<file path="src/rtl/ccf_pkg.sv">
/*
 * Package for the clock fallback and local clock select block: register offsets,
 * field positions, reset values and encodings.
 * Assumes byte-wide registers behind a simple synchronous register port.
 */
package ccf_pkg;
	// ----------------------------------------
	// Register offsets and block counts
	// ----------------------------------------
	localparam logic [7:0] OFS_FALLBACK_SEL = 8'h04;
	localparam logic [7:0] OFS_LCSEL_UPPER  = 8'h05;
	localparam logic [7:0] OFS_LCSEL_LOWER  = 8'h06;
	localparam logic [7:0] OFS_MAIN_DIV     = 8'h07;
	localparam logic [7:0] OFS_NETREF_DIV   = 8'h08;
	localparam logic [7:0] OFS_RES_DIV      = 8'h09;
	localparam int         NUM_DIV          = 3;
	localparam int         NUM_LCLK         = 4;

	// ----------------------------------------
	// Fallback selection fields
	// ----------------------------------------
	localparam int FRS_LSB  = 6;
	localparam int FTS_LSB  = 4;
	localparam int FF_BIT   = 3;
	localparam int FCS_LSB  = 0;

	localparam logic [1:0] FTS_MAIN_TO_OSC4 = 2'h0;
	localparam logic [1:0] FTS_DISABLED     = 2'h1;
	localparam logic [1:0] FTS_AB_TO_SEC    = 2'h2;

	localparam logic [2:0] FCS_OSC_DIV4 = 3'h0;
	localparam logic [2:0] FCS_OSC      = 3'h1;
	localparam logic [2:0] FCS_A_CLOCKS = 3'h2;
	localparam logic [2:0] FCS_B_CLOCKS = 3'h3;
	localparam logic [2:0] FCS_NETREF   = 3'h4;

	localparam logic [1:0] RES_EXT_4M   = 2'h0;
	localparam logic [1:0] RES_DIVIDER  = 2'h1;
	localparam logic [1:0] RES_DPLL_2M  = 2'h2;
	localparam logic [1:0] RES_DPLL_4M  = 2'h3;

	// ----------------------------------------
	// Reset values and the divide-by-193 setting
	// ----------------------------------------
	localparam logic [7:0] RST_FALLBACK_SEL = 8'h00;
	localparam logic [7:0] RST_LCSEL        = 8'h00;
	localparam logic [7:0] RST_DIV          = 8'h00;
	localparam logic [7:0] DIV193_VALUE     = 8'hc0;

	typedef enum logic {
		FB_PRIMARY,
		FB_ACTIVE
	} ccf_fb_state_t;
endpackage

</file>
<file path="src/rtl/ccf_clock_ctrl.sv">
/*
 * Clock fallback control, local clock output select and three programmable dividers.
 * Assumes all clock sources arrive as levels synchronous to CORE_CLK and that the
 * host register port is a one-cycle write/read strobe with a byte address.
 */
// Behaviour
// - type 00 falls back to oscillator/4
// - type 01 disables automatic fallback
// - type 10 falls A/B clocks to secondary
// - enabled failure flag switches to fallback selection
// - fallback held until software clear input
// - sticky system error bit marks automatic fallback entry
// - 8 MHz select low means MC-1 mode
// - force bit applies fallback immediately
// - three-bit fallback clock select decode
// - fallback oscillator/4 bypasses resource multiplexer
// - two registers, two nibble selects each
// - codes 0000-0111 pick local clock source
// - codes 1000-1111 give inverted sources
// - local clocks usable as bit clocks, netref
// - three dividers at consecutive registers
// - divider divides by value plus one
// - power-of-two and 193 give 50% duty
// - fallback resource select picks PLL one source
// - force applies resource, type, clock fields together
`timescale 1ns/1ns
module ccf_clock_ctrl
	import ccf_pkg::*;
(
	// Clock and reset
	input  wire logic        CORE_CLK,
	input  wire logic        SYS_RST,
	// Register port
	input  wire logic [7:0]  REG_ADDR,
	input  wire logic [7:0]  REG_WDATA,
	input  wire logic        REG_WR,
	input  wire logic        REG_RD,
	output logic      [7:0]  REG_RDATA,
	// Failure detection and system control
	input  wire logic [7:0]  CLK_FAIL_FLAGS,
	input  wire logic [7:0]  CLK_FAIL_ENABLE,
	input  wire logic        FALLBACK_CLEAR,
	input  wire logic        SYSTEM_ERROR_FLAGS_CLEAR,
	input  wire logic        BP8M_INPUT_SEL,
	input  wire logic        COMPAT_FALLBACK_DRIVE,
	input  wire logic [2:0]  PRIMARY_CLOCK_SELECT,
	input  wire logic [1:0]  PRIMARY_RESOURCE_SELECT,
	// Clock selection results
	output logic      [2:0]  EFF_CLOCK_SELECT,
	output logic      [1:0]  EFF_RESOURCE_SELECT,
	output logic             RESOURCE_MUX_BYPASS,
	output logic             AB_CLOCKS_DISABLE,
	output logic             COMPAT_CLK_EN,
	output logic             MC1_MODE,
	output logic             FALLBACK_ACTIVE,
	output logic             SYSTEM_ERROR_FLAGS_FALLBACK,
	// Local clock sources and outputs
	input  wire logic        LOCAL_FRAME,
	input  wire logic        NETREF_CLK,
	input  wire logic        PLL2_DIV2_CLK,
	input  wire logic [3:0]  RATE_CLKS,
	output logic      [3:0]  LOCAL_CLOCK_OUTPUTS,
	// Dividers: 0 main, 1 netref, 2 resource
	input  wire logic [2:0]  DIV_SRC_CLK,
	output logic      [2:0]  DIV_OUT
);
	// ----------------------------------------
	// State
	// ----------------------------------------
	typedef struct packed {
		logic [7:0]            fbsel;
		logic [1:0][7:0]       lcsel;
		logic [2:0][7:0]       div_cfg;
		logic [2:0][7:0]       div_act;
		logic [2:0][7:0]       div_cnt;
		logic [2:0]            div_in;
		logic [2:0]            div_out;
		logic [3:0][3:0]       lc_act;
		logic [3:0]            lc_out;
		ccf_fb_state_t         fb_st;
		logic                  err_fb;
		logic [7:0]            rdata;
	} ccf_state_t;

	ccf_state_t s_q;
	ccf_state_t s_d;

	logic [1:0] fallback_type_select;
	logic [2:0] fallback_clock_select;
	logic [1:0] fallback_resource_select;
	logic       force_fb;
	logic       fail;
	logic       auto_en;
	logic       fb_trig;
	logic       use_fb;
	logic [7:0] lc_src;

	logic [2:0][7:0] dv_act_d;
	logic [2:0][7:0] dv_cnt_d;
	logic [2:0]      dv_out_d;
	logic [3:0][3:0] lc_act_d;
	logic [3:0]      lc_out_d;

	assign fallback_type_select      = s_q.fbsel[FTS_LSB +: 2];
	assign fallback_clock_select    = s_q.fbsel[FCS_LSB +: 3];
	assign fallback_resource_select      = s_q.fbsel[FRS_LSB +: 2];
	assign force_fb = s_q.fbsel[FF_BIT];
	assign fail     = |(CLK_FAIL_FLAGS & CLK_FAIL_ENABLE);
	// Type 11 is undefined, so it is kept out of the automatic path
	assign auto_en  = (fallback_type_select == FTS_MAIN_TO_OSC4) || (fallback_type_select == FTS_AB_TO_SEC);
	assign fb_trig  = fail && auto_en;
	assign use_fb   = (s_q.fb_st == FB_ACTIVE) || force_fb;
	assign lc_src   = {RATE_CLKS, PLL2_DIV2_CLK, NETREF_CLK, LOCAL_FRAME, 1'b0};

	// ----------------------------------------
	// Dividers
	// ----------------------------------------
	for (genvar i = 0; i < NUM_DIV; i++) begin : g_div
		logic rise;
		logic tc;
		logic pow2;
		assign rise = DIV_SRC_CLK[i] && !s_q.div_in[i];
		assign tc   = rise && (s_q.div_cnt[i] == s_q.div_act[i]);
		// New value only loads at terminal count so the running period is never cut short
		assign dv_act_d[i] = tc ? s_q.div_cfg[i] : s_q.div_act[i];
		assign dv_cnt_d[i] = tc ? 8'h00 : (rise ? 8'(s_q.div_cnt[i] + 8'h01) : s_q.div_cnt[i]);
		assign pow2 = ((9'(s_q.div_act[i]) + 9'h001) & {1'b0, s_q.div_act[i]}) == 9'h000;
		always_comb begin
			if (s_q.div_act[i] == 8'h00) begin
				dv_out_d[i] = DIV_SRC_CLK[i];
			end else if (pow2 || s_q.div_act[i] == DIV193_VALUE) begin
				dv_out_d[i] = dv_cnt_d[i] <= (s_q.div_act[i] >> 1);
			end else begin
				dv_out_d[i] = (dv_cnt_d[i] == 8'h00) && DIV_SRC_CLK[i];
			end
		end
	end

	// ----------------------------------------
	// Local clock outputs
	// ----------------------------------------
	for (genvar i = 0; i < NUM_LCLK; i++) begin : g_lclk
		logic [3:0] req;
		logic       req_lvl;
		assign req     = s_q.lcsel[i / 2][(i % 2) * 4 +: 4];
		assign req_lvl = lc_src[req[2:0]] ^ req[3];
		// Switching only while old and new sources agree avoids a runt edge
		// Two steady levels have no edge to wait for, so they swap at once
		assign lc_act_d[i] = ((req_lvl == s_q.lc_out[i]) ||
			(req[2:0] == 3'h0 && s_q.lc_act[i][2:0] == 3'h0)) ? req : s_q.lc_act[i];
		assign lc_out_d[i] = lc_src[lc_act_d[i][2:0]] ^ lc_act_d[i][3];
	end

	// ----------------------------------------
	// Next state
	// ----------------------------------------
	always_comb begin
		s_d         = s_q;
		s_d.div_act = dv_act_d;
		s_d.div_cnt = dv_cnt_d;
		s_d.div_out = dv_out_d;
		s_d.div_in  = DIV_SRC_CLK;
		s_d.lc_act  = lc_act_d;
		s_d.lc_out  = lc_out_d;
		if (REG_WR) begin
			case (REG_ADDR)
				OFS_FALLBACK_SEL: s_d.fbsel      = REG_WDATA;
				OFS_LCSEL_UPPER:  s_d.lcsel[1]   = REG_WDATA;
				OFS_LCSEL_LOWER:  s_d.lcsel[0]   = REG_WDATA;
				OFS_MAIN_DIV:     s_d.div_cfg[0] = REG_WDATA;
				OFS_NETREF_DIV:   s_d.div_cfg[1] = REG_WDATA;
				OFS_RES_DIV:      s_d.div_cfg[2] = REG_WDATA;
				default:          s_d.fbsel      = s_q.fbsel;
			endcase
		end
		if (REG_RD) begin
			case (REG_ADDR)
				OFS_FALLBACK_SEL: s_d.rdata = s_q.fbsel;
				OFS_LCSEL_UPPER:  s_d.rdata = s_q.lcsel[1];
				OFS_LCSEL_LOWER:  s_d.rdata = s_q.lcsel[0];
				OFS_MAIN_DIV:     s_d.rdata = s_q.div_cfg[0];
				OFS_NETREF_DIV:   s_d.rdata = s_q.div_cfg[1];
				OFS_RES_DIV:      s_d.rdata = s_q.div_cfg[2];
				default:          s_d.rdata = 8'h00;
			endcase
		end
		case (s_q.fb_st)
			FB_PRIMARY: begin
				if (fb_trig) begin
					s_d.fb_st = FB_ACTIVE;
				end
			end
			FB_ACTIVE: begin
				// A failure still pending wins over the clear
				if (FALLBACK_CLEAR && !fb_trig) begin
					s_d.fb_st = FB_PRIMARY;
				end
			end
			default: s_d.fb_st = FB_PRIMARY;
		endcase
		if (SYSTEM_ERROR_FLAGS_CLEAR) begin
			s_d.err_fb = 1'b0;
		end
		if (s_d.fb_st == FB_ACTIVE && s_q.fb_st == FB_PRIMARY) begin
			s_d.err_fb = 1'b1;
		end
	end

	always_ff @(posedge CORE_CLK or posedge SYS_RST) begin
		if (SYS_RST) begin
			s_q         <= '0;
			s_q.fbsel   <= RST_FALLBACK_SEL;
			s_q.lcsel   <= {2{RST_LCSEL}};
			s_q.div_cfg <= {3{RST_DIV}};
			s_q.div_act <= {3{RST_DIV}};
			s_q.fb_st   <= FB_PRIMARY;
		end else begin
			s_q <= s_d;
		end
	end

	// ----------------------------------------
	// Outputs
	// ----------------------------------------
	always_comb begin
		EFF_CLOCK_SELECT    = PRIMARY_CLOCK_SELECT;
		EFF_RESOURCE_SELECT = PRIMARY_RESOURCE_SELECT;
		RESOURCE_MUX_BYPASS = 1'b0;
		if (use_fb) begin
			if (fallback_type_select == FTS_MAIN_TO_OSC4) begin
				EFF_CLOCK_SELECT = FCS_OSC_DIV4;
			end else begin
				EFF_CLOCK_SELECT = fallback_clock_select;
			end
			EFF_RESOURCE_SELECT = fallback_resource_select;
			// Oscillator/4 is taken straight off the oscillator, not via the resource mux
			RESOURCE_MUX_BYPASS = EFF_CLOCK_SELECT == FCS_OSC_DIV4;
		end
	end

	assign AB_CLOCKS_DISABLE   = use_fb && (fallback_type_select == FTS_AB_TO_SEC);
	assign COMPAT_CLK_EN       = use_fb ? COMPAT_FALLBACK_DRIVE : 1'b1;
	assign MC1_MODE            = !BP8M_INPUT_SEL;
	assign FALLBACK_ACTIVE     = use_fb;
	assign SYSTEM_ERROR_FLAGS_FALLBACK     = s_q.err_fb;
	assign REG_RDATA           = s_q.rdata;
	assign LOCAL_CLOCK_OUTPUTS = s_q.lc_out;
	assign DIV_OUT             = s_q.div_out;
endmodule

</file>
<file path="config.mk">
export PLATFORM = sky130hd
export DESIGN_NAME = ccf_clock_ctrl
export DESIGN_NICKNAME = d
export VERILOG_FILES = /design/src/rtl/ccf_pkg.sv /design/src/rtl/ccf_clock_ctrl.sv
export SDC_FILE = /design/constraint.sdc
export NUM_CORES = 1
export LEC_CHECK = 0
export BUFFER_PORTS_ARGS = -buffer_cell sky130_fd_sc_hd__buf_2
export CORE_UTILIZATION = 49
export CTS_CLUSTER_SIZE = 20
export DETAILED_ROUTE_END_ITERATION = 7
export GPL_ROUTABILITY_DRIVEN = 1
export PLACE_DENSITY = 0.68
export SLEW_MARGIN = 20
export SYNTH_ARGS = -nofsm -noshare
export SYNTH_HDL_FRONTEND = slang
export SYNTH_SLANG_ARGS = --single-unit
</file>
<file path="constraint.sdc">
create_clock -name CORE_CLK -period 10 [get_ports CORE_CLK]
set_clock_uncertainty 0.05 [all_clocks]
set_input_delay 1 -clock CORE_CLK [delete_from_list [all_inputs] [get_ports CORE_CLK]]
set_output_delay 1 -clock CORE_CLK [all_outputs]
set_load 0.005 [all_outputs]
</file>
# Yosys cells after proc, flatten, opt, wreduce, memory -nomap -nowiden
# Cells that the tools add are included.
totals:
  output_inout_bits: 26
  elab_cells: 171
  input_bits: 55
  regBits: 132
classes:
  mux: 44
  add_sub_neg: 6
  n_lt_le_gt_ge: 11
  reduce_logical: 58
  bitwise: 13
  eq_ne: 17
op_table:
  columns: ["op", "count"]
  rows:
  - ["8-bit logical NOT", 6]
  - ["8-bit two-way mux", 6]
  - ["8-bit one-hot mux with 6 select lines", 1]
  - ["8-bit by 3-bit == test with 1-bit output, second input constant", 4]
  - ["3-bit by 4-bit < comparator with 1-bit output, second input constant", 8]
  - ["8-bit by 1-bit adder with 9-bit output, second input constant", 3]
  - ["9-bit by 8-bit AND with 9-bit output", 3]
  - ["3-bit logical NOT", 9]
  - ["9-bit logical NOT", 3]
  - ["8-bit by 1-bit adder with 8-bit output, second input constant", 3]
  - ["1-bit binary-select mux with 3-bit select", 8]
  - ["8-bit == test", 3]
  - ["8-bit == test, second input constant", 3]
  - ["8-bit by 7-bit <= comparator with 1-bit output", 3]
  - ["1-bit two-way mux", 20]
  - ["1-bit logical AND", 17]
  - ["8-bit by 4-bit == test with 1-bit output, second input constant", 2]
  - ["4-bit two-way mux", 4]
  - ["2-bit AND reduction", 6]
  - ["1-bit logical OR", 9]
  - ["3-bit two-way mux", 3]
  - ["8-bit AND", 1]
  - ["8-bit OR reduction", 1]
  - ["1-bit XOR", 8]
  - ["other kinds (8)", 15]

# Longest topological paths before layout
# Gate-level depths: netlist of the first run.
depth:
  depth_word: 9
  ltp_mapped: 17
  depth_no_buf: 15

# Worst setup path before layout of the first run
# Ideal clock, no wire load.
synth_timing:
  path_type: "in2reg"
  startpoint: "input DIV_SRC_CLK[2]"
  endpoint: "register s_q, in the netlist DIV_OUT[2]"
  t_arrival_ns: 3.906
  path_slack_ns: 5.933
  required_ns: 9.840
  n_path_buf: 3
  path_stages: 16
  setup_time_ns: 0.110
  cell_sequence: "nor2b_1 -> clkbuf_1 -> nand3_1 -> nor4_2 -> clkbuf_1 -> clkbuf_1 -> nor2_1 -> ha_1 -> nor2b_1 -> o21a_1 -> o21a_1 -> o21a_1 -> o21a_1 -> o21ai_0 -> a211oi_1 -> o41ai_1"
synth_rtl:
  columns: ["element", "line", "text"]
  rows:
  - ["start: declaration", "ccf_clock_ctrl.sv:64", "input wire logic [2:0] DIV_SRC_CLK,"]
  - ["end: declaration", "ccf_clock_ctrl.sv:85", "ccf_state_t s_q;"]

==> results of run 1 <==
area by class of cell:
class / instances / area, um^2 / share of cell area [%]
clock buffers: 23 / 488 / 5.43
clock inverters: 9 / 77.6 / 0.864
well taps: 216 / 270 / 3.01
inverters: 44 / 170 / 1.89
diodes: 1 / 2.50 / 0.0279
multi-input cells: 570 / 4240 / 47.2
flip-flops and latches: 132 / 3300 / 36.8
repair buffers: 84 / 430 / 4.79
cells by family after synthesis:
family | count (synthesis) | share of synthesized area [%]
compound gates | 138 | 12.1
xor+xnor | 64 | 8.03
fa+ha+maj | 24 | 3.75
buf+inv | 97 | 5.97
flops | 132 | 41.2
mux | 101 | 14.2
simple gates | 243 | 14.7
worst max-delay path, delay by kind of cell:
kind            cells  cell delay (ns)
compound gates      7             1.22
fa+ha+maj           1             0.29
simple gates        5             0.92
buf+inv             2             0.40
synth_stat cells (all sizes together), types with 2 or more instances:
master	number
dfrtp	132
nand2	72
mux2	62
nor2	61
inv	44
mux2i	35
o21ai	34
xor2	34
xnor2	30
buf	29
a21oi	25
clkbuf	24
ha	24
nand3	23
nor3	16
nand2b	15
nor4	14
nor2b	10
nand4	9
o21a	9
a221oi	8
a222oi	8
a211oi	6
a22oi	6
nand3b	6
and3	5
a22o	4
a31oi	4
mux4	4
o22ai	4
o2bb2ai	4
o31ai	4
o221ai	3
a32oi	2
and2	2
and4	2
nor3b	2
o211a	2
o211ai	2
o21bai	2
flip-flops by register name (all words and copies together), names as in the netlist:
| name | flops |
|---|---|
| s_q | 92 |
| LOCAL_CLOCK_OUTPUTS | 4 |
| DIV_OUT | 3 |
| force_fb | 1 |
| SYSTEM_ERROR_FLAGS_FALLBACK | 1 |
| fallback_type_select | 2 |
| g_lclk.req | 16 |
| fallback_resource_select | 2 |
| fallback_clock_select | 3 |
| REG_RDATA | 8 |
layout by cell type (no fill, tap or decap), types with 17 or more instances in the layout:
master,n
mux2_2,60
buf_2,80
nand3_1,23
nor2_1,61
o21ai_0,33
xor2_1,34
xnor2_1,25
ha_1,24
a21oi_1,24
inv_1,43
dfrtp_1,132
nand2_1,71
mux2i_1,35
clkbuf_16,17
through the flow:
stage               hold WS, ns  total power (uW)  utilization (%)  instance area, um^2
floorplan                 0.395               969                -                 8010
global placement          0.429              1050             52.8                 8420
detailed placement        0.429              1050             52.8                 8420
CTS                       0.436              1650             56.3                 8980
global route              0.463              1730             56.3                 8980
finish                    0.432              1640             56.3                 8980
per-layer routing:
metal | part of all wire, % | vias up | track usage, %
met4 | 1.3 | 0 | 7.87
li1 | - | 2941 | -
met2 | 49 | 121 | 39.2
met5 | 0 | - | 0
met3 | 4.1 | 19 | 4.35
met1 | 46 | 2944 | 30.2
path summary, 6_finish.rpt:
path                                     start                     endpoint  slack [ns]  cells after the start
worst max-delay path            DIV_SRC_CLK[2]                   DIV_OUT[2]        6.44                     15
max in group asynchronous              SYS_RST                      s_q[26]        8.05                      3
min in group asynchronous              SYS_RST                      s_q[36]        0.65                      2
worst min register to register          s_q[9]  SYSTEM_ERROR_FLAGS_FALLBACK        0.43                      1
worst min-delay path                    s_q[9]  SYSTEM_ERROR_FLAGS_FALLBACK        0.43                      1
worst max register to register         s_q[56]                   DIV_OUT[2]        6.63                     15
power groups by stage:
stage | Sequential, uW | Combinational (uW) | Clock, uW
floorplan | 640 | 329 | 0
global placement | 684 | 362 | 0
detailed placement | 685 | 370 | 0
CTS | 676 | 371 | 601
global route | 685 | 420 | 626
finish | 677 | 369 | 590
==> flow_summary.toml, run 1 <==
[sta]
timing.final.ws_setup_ns = 6.44
relSlewSlack_pct = 25.8
tightest_slew_ns = 1.10
hold_viol = 0
period_share_pct = 35.6
tns_ns = 0
setup_viol = 0
max_freq_mhz = 281
drv_slew = 0
fin_crit_ns = 3.56
rsz0062_at_grt = "false"

[worst_setup_path]
critPathSlowestCell = "nor2b_1"
crit_path_frequent_cell = "o21a_1"
cp.required_ns = 10.26
path_class = "input port to register"
critical_path_peak_fanout = 23
cp-end-kind = "register"
start_kind = "input port"
crit_path_max_incr_delay_ns = 0.39
worstPathCellList = "buf_2 > nor2b_1 > nand3_1 > nor4_2 > buf_4 > nor2_1 > ha_1 > nor2b_1 > o21a_1 > o21a_1 > o21a_1 > o21a_1 > o21ai_0 > a211oi_1 > o41ai_1"
arrival_ns = 3.82

[clock_tree]
root_buffer = "clkbuf_16"
clock_path_buffers = 2
path_clk_slew_ns = 0.06
htree_levels = 4
cts_tree = "yes"
clkLatencyLatePin_ns = 0.42
ctsHoldBuffers = 0
cts_buffers = 17
cts_resized = 0
post-cts-setup-buffers = 0
clock-sinks = 132

[routing]
drtIter0Drc = 348
drtAntennaViolNets = 0
drc = 6
dr.pass1.iters = 8
vias = 6025
wl_per_cell_um = 17.0
wirelength_um = 18300
avgViaCountPerCell = 5.58

[yosys]
ys_seq_area_share_pct = 41.2
postSynthCellCount = 799
synth-seq-cells = 132
synth_top_area_cell = "dfrtp_1"
synth_ff_type = "dfrtp_1"
synthTopCellsByArea = "dfrtp_1 41%, mux2_2 8.4%, mux2i_1 4.4%"
syn_area_per_cell_um2 = 10.0
synth_cell_types = 70
synth_fp_nets = 878
synth_edf_count = 0
ys_warn_count = 0
synth_top_area_share_pct = 41.2
async_reset_ff_share_pct = 100
syn_area_um2 = 8010

[finish]
layout.nets = 928
stdcell_count = 1079
drive_above_1_share_pct = 22.7
fill_cells = 1426
syn_to_final_growth_pct = 12.2

[floorplanning]
start_util_pct = 50.2
pin_count = 81
die-area_um2 = 16900
fp.dieH_um = 130
rows = 46
die_x_um = 130
core-area_um2 = 15900

[pwr]
p_sw_uw = 505
ir_worst_vdd_uv = 125
power_frac_comb_pct = 22.6
leakage_uw = 0.00432
power.density_nw_per_um2 = 182
power_frac_clock_pct = 36.1
power.share.sequential_pct = 41.4
switching_share_pct = 30.8
internal-power_uw = 1130

[grt]
grt.total_usage_pct = 23.3
overflow = 0
grt_pass1_wl_um = 30000
grt_pass1_vias = 5907
grt_max_degree = 74
antenna_found_initial = 1

[place]
dp.cells = 1046
numPortBuffers = 80
dpl_worst_slack_ns = 6.02
dp_hpwl_um = 13400
gp_congestion = 0.845

[run_status]
status = "complete, but fails checks"
violations = "design-rule violations"

[min_path]
hold_class = "register to register"

[job]
maxCapViolCount = 0
No activity file was read; power rests on OpenSTA's default activity.
==> run 2, diff against run 1 <==
--- a/config.mk
+++ b/config.mk
@@ -5,12 +5,13 @@
 export SDC_FILE = /design/constraint.sdc
 export NUM_CORES = 1
 export LEC_CHECK = 0
+export ABC_AREA = 1
 export BUFFER_PORTS_ARGS = -buffer_cell sky130_fd_sc_hd__buf_2
 export CORE_UTILIZATION = 49
 export CTS_CLUSTER_SIZE = 20
 export DETAILED_ROUTE_END_ITERATION = 7
 export GPL_ROUTABILITY_DRIVEN = 1
-export PLACE_DENSITY = 0.68
+export PLACE_DENSITY = 0.71
 export SLEW_MARGIN = 20
 export SYNTH_ARGS = -nofsm -noshare
 export SYNTH_HDL_FRONTEND = slang
==> constraint.sdc (replaced) <==
create_clock -name CORE_CLK -period 3.05 [get_ports CORE_CLK]
set_clock_uncertainty 0.05 [all_clocks]
set_input_delay 0.305 -clock CORE_CLK [delete_from_list [all_inputs] [get_ports CORE_CLK]]
set_output_delay 0.305 -clock CORE_CLK [all_outputs]
set_load 0.005 [all_outputs]
==> run 2 against run 1 <==
Against the previous run: the flow now finishes without violations; final cell count is 25% higher; die area is 0.74% lower; synthesized cell count is 31% higher; design area is 1.4% higher; hold slack worse by 0.42 ns; critical path depth is 4 higher; utilization is 0.97 points higher; clock-buffer cell count is 4 lower; via count is 18% higher; critical path type unchanged; largest cell class unchanged; largest power group unchanged.
==> flow_summary.toml, run 2 <==
[floorplanning]
die-area_um2 = 16700
rows = 46
pin_count = 81
core-area_um2 = 15900
fp.dieH_um = 129
die_x_um = 129
start_util_pct = 50.0

[worst_setup_path]
worstPathCellList = "dlygate4sd3_1 > buf_2 > inv_1 > nor2_2 > inv_1 > a21oi_1 > nand4_1 > nand3b_4 > buf_4 > nand2_1 > ha_1 > o21bai_1 > a21o_1 > a21oi_1 > o21ai_0 > a21o_1 > nand2_1 > nand3_1 > nand2_1"
start_kind = "input port"
crit_path_max_incr_delay_ns = 0.52
critical_path_peak_fanout = 22
arrival_ns = 2.98
cp.required_ns = 3.36
critPathTopFamily = "buffers and inverters"
reg2reg_slack_ns = 0.44
critPathSlowestCell = "dlygate4sd3_1"
cp-end-kind = "register"
path_class = "input port to register"
crit_path_frequent_cell = "nand2_1"
critical_path_buf_inv_count = 5

[clock_tree]
cts_buffers = 17
cts_tree = "yes"
post-cts-setup-buffers = 0
root_buffer = "clkbuf_16"
clkLatencyLatePin_ns = 0.42
clock_path_buffers = 2
htree_levels = 4
cts_resized = 0
clock-sinks = 132
path_clk_slew_ns = 0.06

[finish]
layout.cells.most_common = "nand2_1"
utilization_pct = 57.3
fill_cells = 1488
multi_input_area_um2 = 3930
top_register = "s_q"
largest_reg_flops = 92
ff_latch_area_um2 = 3300
syn_to_final_growth_pct = 14.5
layout.nets = 1197
drive_above_1_share_pct = 16.2
diodes = 0
stdcell_count = 1347
layout_common_cells = "266 x nand2_1, 132 x dfrtp_1, 113 x inv_1"

[sta]
rsz0062_at_grt = "false"
fin_crit_ns = 2.67
setup_viol = 0
hold_viol = 0
hold_ws_ns = 0.0120
period_share_pct = 87.4
tns_ns = 0
drv_slew = 0
tightest_slew_ns = 0.692
relSlewSlack_pct = 53.8
max_freq_mhz = 375

[yosys]
ys_top_cells_by_count = "266 x nand2_1, 132 x dfrtp_1, 114 x inv_1"
synth_adder_area_share_pct = 3.78
synth-simple-area-share_pct = 30.0
ys_warn_count = 0
synthTopCellsByArea = "dfrtp_1 42%, nand2_1 13%, nand3_1 5.9%"
synth_edf_count = 0
synth_fp_nets = 1124
synth_compound_area_share_pct = 12.7
syn_area_per_cell_um2 = 7.61
synth_ff_type = "dfrtp_1"
synth_top_family_by_area = "simple AND/OR/NAND/NOR gates"
synth_mux_area_share_pct = 0
syn_area_um2 = 7950
synth_cell_types = 50
synth.most_common_cell = "nand2_1"
postSynthCellCount = 1045
async_reset_ff_share_pct = 100
synth-seq-cells = 132
ys_seq_area_share_pct = 41.5
synth_top_area_share_pct = 41.5
synth_top_area_cell = "dfrtp_1"
synth_xor_area_share_pct = 2.97

[run_status]
status = "complete, no violations"

[job]
maxCapViolCount = 0

[routing]
wirelength_um = 19800
wl_per_cell_um = 14.7
vias = 7101
drtIter0Drc = 490
avgViaCountPerCell = 5.27
dr.pass1.iters = 5
drc = 0
drtAntennaViolNets = 0

[pwr]
p_sw_uw = 2070
ir_worst_vdd_uv = 428
leakage_uw = 0.00453
internal-power_uw = 4060
power.density_nw_per_um2 = 673
power_frac_comb_pct = 27.2
power.share.sequential_pct = 37.4
power_frac_clock_pct = 35.4
switching_share_pct = 33.8
p_total_uw = 6130

[grt]
grt.total_usage_pct = 25.5
overflow = 0
antenna_found_initial = 0
grt_pass1_vias = 6726
grt_pass1_wl_um = 33100
grt_max_degree = 133

[place]
dp_hpwl_um = 14500
gp_congestion = 0.877
dp.cells = 1313
numPortBuffers = 80

[min_path]
hold_class = "input port to register"
[run 2: cell types whose count changed in the layout (fill, tap and decap cells not counted), moves of 13 or more]
cell / previous run / this run
o21ai_0: 33 / 84
inv_2: 0 / 17
xor2_1: 34 / 15
nand2_2: 0 / 14
mux2_2: 60 / 0
inv_1: 43 / 113
a21oi_1: 24 / 40
nand2_1: 71 / 266
nand2b_1: 15 / 0
mux2i_1: 35 / 0
nand3_1: 23 / 94
xnor2_1: 25 / 12
[run 2: metrics by stage]
stage	instance area, um^2	setup WS, ns
finish	9100	0.384
global placement	8460	0.524
CTS	9100	0.387
global route	9100	0.0654
detailed placement	8460	0.425
floorplan	7950	0.518
[run 2: final timing paths]
kind | start | endpoint | depth (start not counted)
max | DIV_SRC_CLK[2] | DIV_OUT[2] | 19
min | FALLBACK_CLEAR | s_q[9] | 2
max reg2reg | s_q[69] | DIV_OUT[1] | 19
min reg2reg | g_lclk[1].req[2] | g_lclk[1].req[2] | 2
max in group asynchronous | SYS_RST | s_q[28] | 3
min in group asynchronous | SYS_RST | REG_RDATA[4] | 3
[run 2: metal layers]
layer,wire (um),up-vias,part of all wire [%],track usage (%)
met3,976,32,4.9,4.25
met5,0,-,0,0
li1,-,3581,-,-
met2,9780,199,49,41.6
met4,386,0,2.0,10.7
met1,8640,3289,44,33.6
[run 2: timing repair]
item                       in CTS  in global routing
setup endpoints to repair       0                  0
hold buffers                    2                  0
hold endpoints to repair        2                  0
[run 2: area by class of cell]
class	instances	share of cell area [%]
clock buffer	19	4.86
clock inverter	13	1.98
inverter	132	5.48
multi-input combinational	747	43.2
sequential	132	36.3
tap	216	2.97
timing repair buffer	88	5.25
[run 2: worst register-to-register path: stages, from the launching register on]
cell,delay (ns)
dfrtp_1,0.41
inv_1,0.15
nand2_1,0.10
and2_1,0.16
nand4_1,0.09
nor2_2,0.04
buf_4,0.17
nor2_1,0.21
inv_1,0.08
ha_1,0.19
o21bai_1,0.14
a21oi_1,0.08
nor2_1,0.08
nor2_1,0.04
o21ai_0,0.15
a21oi_1,0.09
o21bai_1,0.12
nand2_1,0.07
nand2_1,0.05
nand2_1,0.05
[run 2: power by group through the flow]
stage,Sequential [uW],Combinational [uW],Clock (uW)
floorplan,2230,1320,0
global placement,2310,1620,0
detailed placement,2310,1650,0
CTS,2290,1670,2190
global route,2330,1930,2270
finish,2290,1670,2170
[run 2: cells by family (layout without fill, tap and decap cells)]
logic type,after synthesis,after routing
AOI/OAI and AO/OA,177,177
xor gates and xnor gates,27,27
adders and majority gates,24,24
buffers and inverters,166,252
DFF,132,132
and+or+nand+nor,519,519
==> run 3, diff against run 2 <==
--- a/config.mk
+++ b/config.mk
@@ -12,6 +12,7 @@
 export DETAILED_ROUTE_END_ITERATION = 7
 export GPL_ROUTABILITY_DRIVEN = 1
 export PLACE_DENSITY = 0.71
+export REMOVE_ABC_BUFFERS = 1
 export SLEW_MARGIN = 20
 export SYNTH_ARGS = -nofsm -noshare
 export SYNTH_HDL_FRONTEND = slang
==> run 3 against run 2 <==
Against the previous run: critical path depth grew 2; power increased by 0.53%; largest power group unchanged; wire length shrank 1.3%; combinational power hardly changed; non-clock buffer count up 4; clock power about the same; critical endpoint is now DIV_OUT[1]; sequential power about the same; die area stayed put; first-iteration DRC count is 13% lower; largest cell class unchanged.
==> flow_summary.toml, run 3 (synthesis results as in run 2) <==
[worst_setup_path]
start_kind = "input port"
cp.required_ns = 3.31
crit_path_frequent_cell = "nand2_1"
critPathSlowestCell = "dlygate4sd3_1"
worstPathCellList = "dlygate4sd3_1 > buf_2 > nand2_1 > inv_2 > nand2_1 > nor2_1 > nand4_1 > nor2_2 > nor2_1 > ha_1 > inv_1 > o21bai_1 > a21oi_1 > nor2_1 > nor2_1 > o21ai_0 > a21oi_1 > o21bai_1 > nand2_1 > nand2_1 > nand2_1"
crit_path_max_incr_delay_ns = 0.52
reg2reg_slack_ns = 0.43
arrival_ns = 2.99
critical_path_peak_fanout = 7
cp-end-kind = "register"
path_class = "input port to register"

[clock_tree]
htree_levels = 4
clock_path_buffers = 2
cts_buffers = 17
clock-sinks = 132
root_buffer = "clkbuf_16"
clkLatencyLatePin_ns = 0.42
cts_tree = "yes"
path_clk_slew_ns = 0.06
post-cts-setup-buffers = 0

[grt]
grt_pass1_vias = 6570
overflow = 0
grt_max_degree = 62
grt.total_usage_pct = 25.2
antenna_found_initial = 0
grt_pass1_wl_um = 32100

[finish]
stdcell_count = 1351
syn_to_final_growth_pct = 15.0
layout_common_cells = "266 x nand2_1, 132 x dfrtp_1, 113 x inv_1"
top_register = "s_q"
drive_above_1_share_pct = 16.4
diodes = 0
layout.nets = 1201
largest_reg_flops = 92
layout.cells.most_common = "nand2_1"
fin_area_um2 = 9140

[sta]
rsz0062_at_grt = "false"
timing.final.ws_setup_ns = 0.316
drv_slew = 0
hold_viol = 0
fin_crit_ns = 2.73
period_share_pct = 89.6
hold_ws_ns = 0.0279
max_freq_mhz = 366
tightest_slew_ns = 0.533
relSlewSlack_pct = 64.5
setup_viol = 0

[pwr]
power.density_nw_per_um2 = 674
leakage_uw = 0.00455
ir_worst_vdd_uv = 365
p_total_uw = 6160

[place]
numPortBuffers = 80
dpl_worst_slack_ns = 0.461
dp_hpwl_um = 14500
gp_congestion = 0.966
dp.cells = 1315
placed_area_um2 = 8470

[routing]
avgViaCountPerCell = 5.29
vias = 7141
drtAntennaViolNets = 0
dr.pass1.iters = 5
wirelength_um = 19500
drtIter0Drc = 424
drc = 0
wl_per_cell_um = 14.4

[floorplanning]
start_util_pct = 50.0
pin_count = 81
fp.dieH_um = 129
die_x_um = 129
rows = 46
die-area_um2 = 16700
core-area_um2 = 15900

[run_status]
status = "complete, no violations"

[job]
maxCapViolCount = 0

[min_path]
hold_class = "input port to register"
==> run 3: changes by cell type in the layout (fill, tap and decap cells not counted) <==
cell	delta
buf_12	-1
buf_4	+3
clkbuf_1	-1
clkinv_2	-2
clkinv_4	+1
clkinvlp_4	-1
dlygate4sd3_1	+2
inv_6	+2
inv_8	+1
==> run 3: report_power, final <==
| part | switching [uW] | internal (uW) | total (uW) | leakage [uW] |
|---|---|---|---|---|
| clock network | 804 | 1400 | 2200 | 0.000305 |
| registers | 259 | 2020 | 2280 | 0.00161 |
| logic | 1030 | 657 | 1680 | 0.00263 |
==> run 3: layer usage <==
metal | part of all wire (%) | routed length, um | track usage [%]
met5 | 0 | 0 | 0
met4 | 2.2 | 437 | 9.41
met2 | 47 | 9260 | 41.0
met1 | 45 | 8800 | 33.4
met3 | 5.2 | 1020 | 4.67
==> run 3: critical path, delay by kind of cell <==
family | cells | cell delay, ns
AO/OA/AOI/OAI | 5 | 0.54
adder cells (fa/ha/maj) | 1 | 0.28
AND/OR/NAND/NOR | 11 | 1.03
buffers and inverters | 4 | 0.81
==> run 3: timing repair <==
| action | 4_1_cts | 5_1_grt |
|---|---|---|
| gates resized for setup | 0 | 0 |
| hold buffers | 4 | 0 |
| endpoints found under the setup margin | 0 | 0 |
| endpoints found under the hold margin | 60 | 0 |
==> run 3: layout make-up <==
cell class / instances / area [um^2]
flip-flops and latches: 132 / 3300
clock buffers: 18 / 439
well taps: 216 / 270
multi-input cells: 747 / 3930
repair buffers: 92 / 500
clock inverters: 14 / 199
inverters: 132 / 500
fillers: 1420 / 6740
==> run 3: worst paths after layout <==
check                           cells past startpoint        startpoint               end
worst min register to register                      2  g_lclk[1].req[2]  g_lclk[1].req[2]
min in group asynchronous                           3           SYS_RST           s_q[37]
worst max register to register                     17           s_q[77]        DIV_OUT[2]
worst min-delay path                                1    DIV_SRC_CLK[0]           s_q[33]
max in group asynchronous                           4           SYS_RST           s_q[59]
worst max-delay path                               21    DIV_SRC_CLK[1]        DIV_OUT[1]
==> run 3: through the flow <==
stage | utilization, % | setup TNS, ns
global route | 57.6 | 0
floorplan | - | -109.70
finish | 57.6 | 0
detailed placement | 53.3 | 0
CTS | 57.6 | 0
global placement | 53.3 | 0
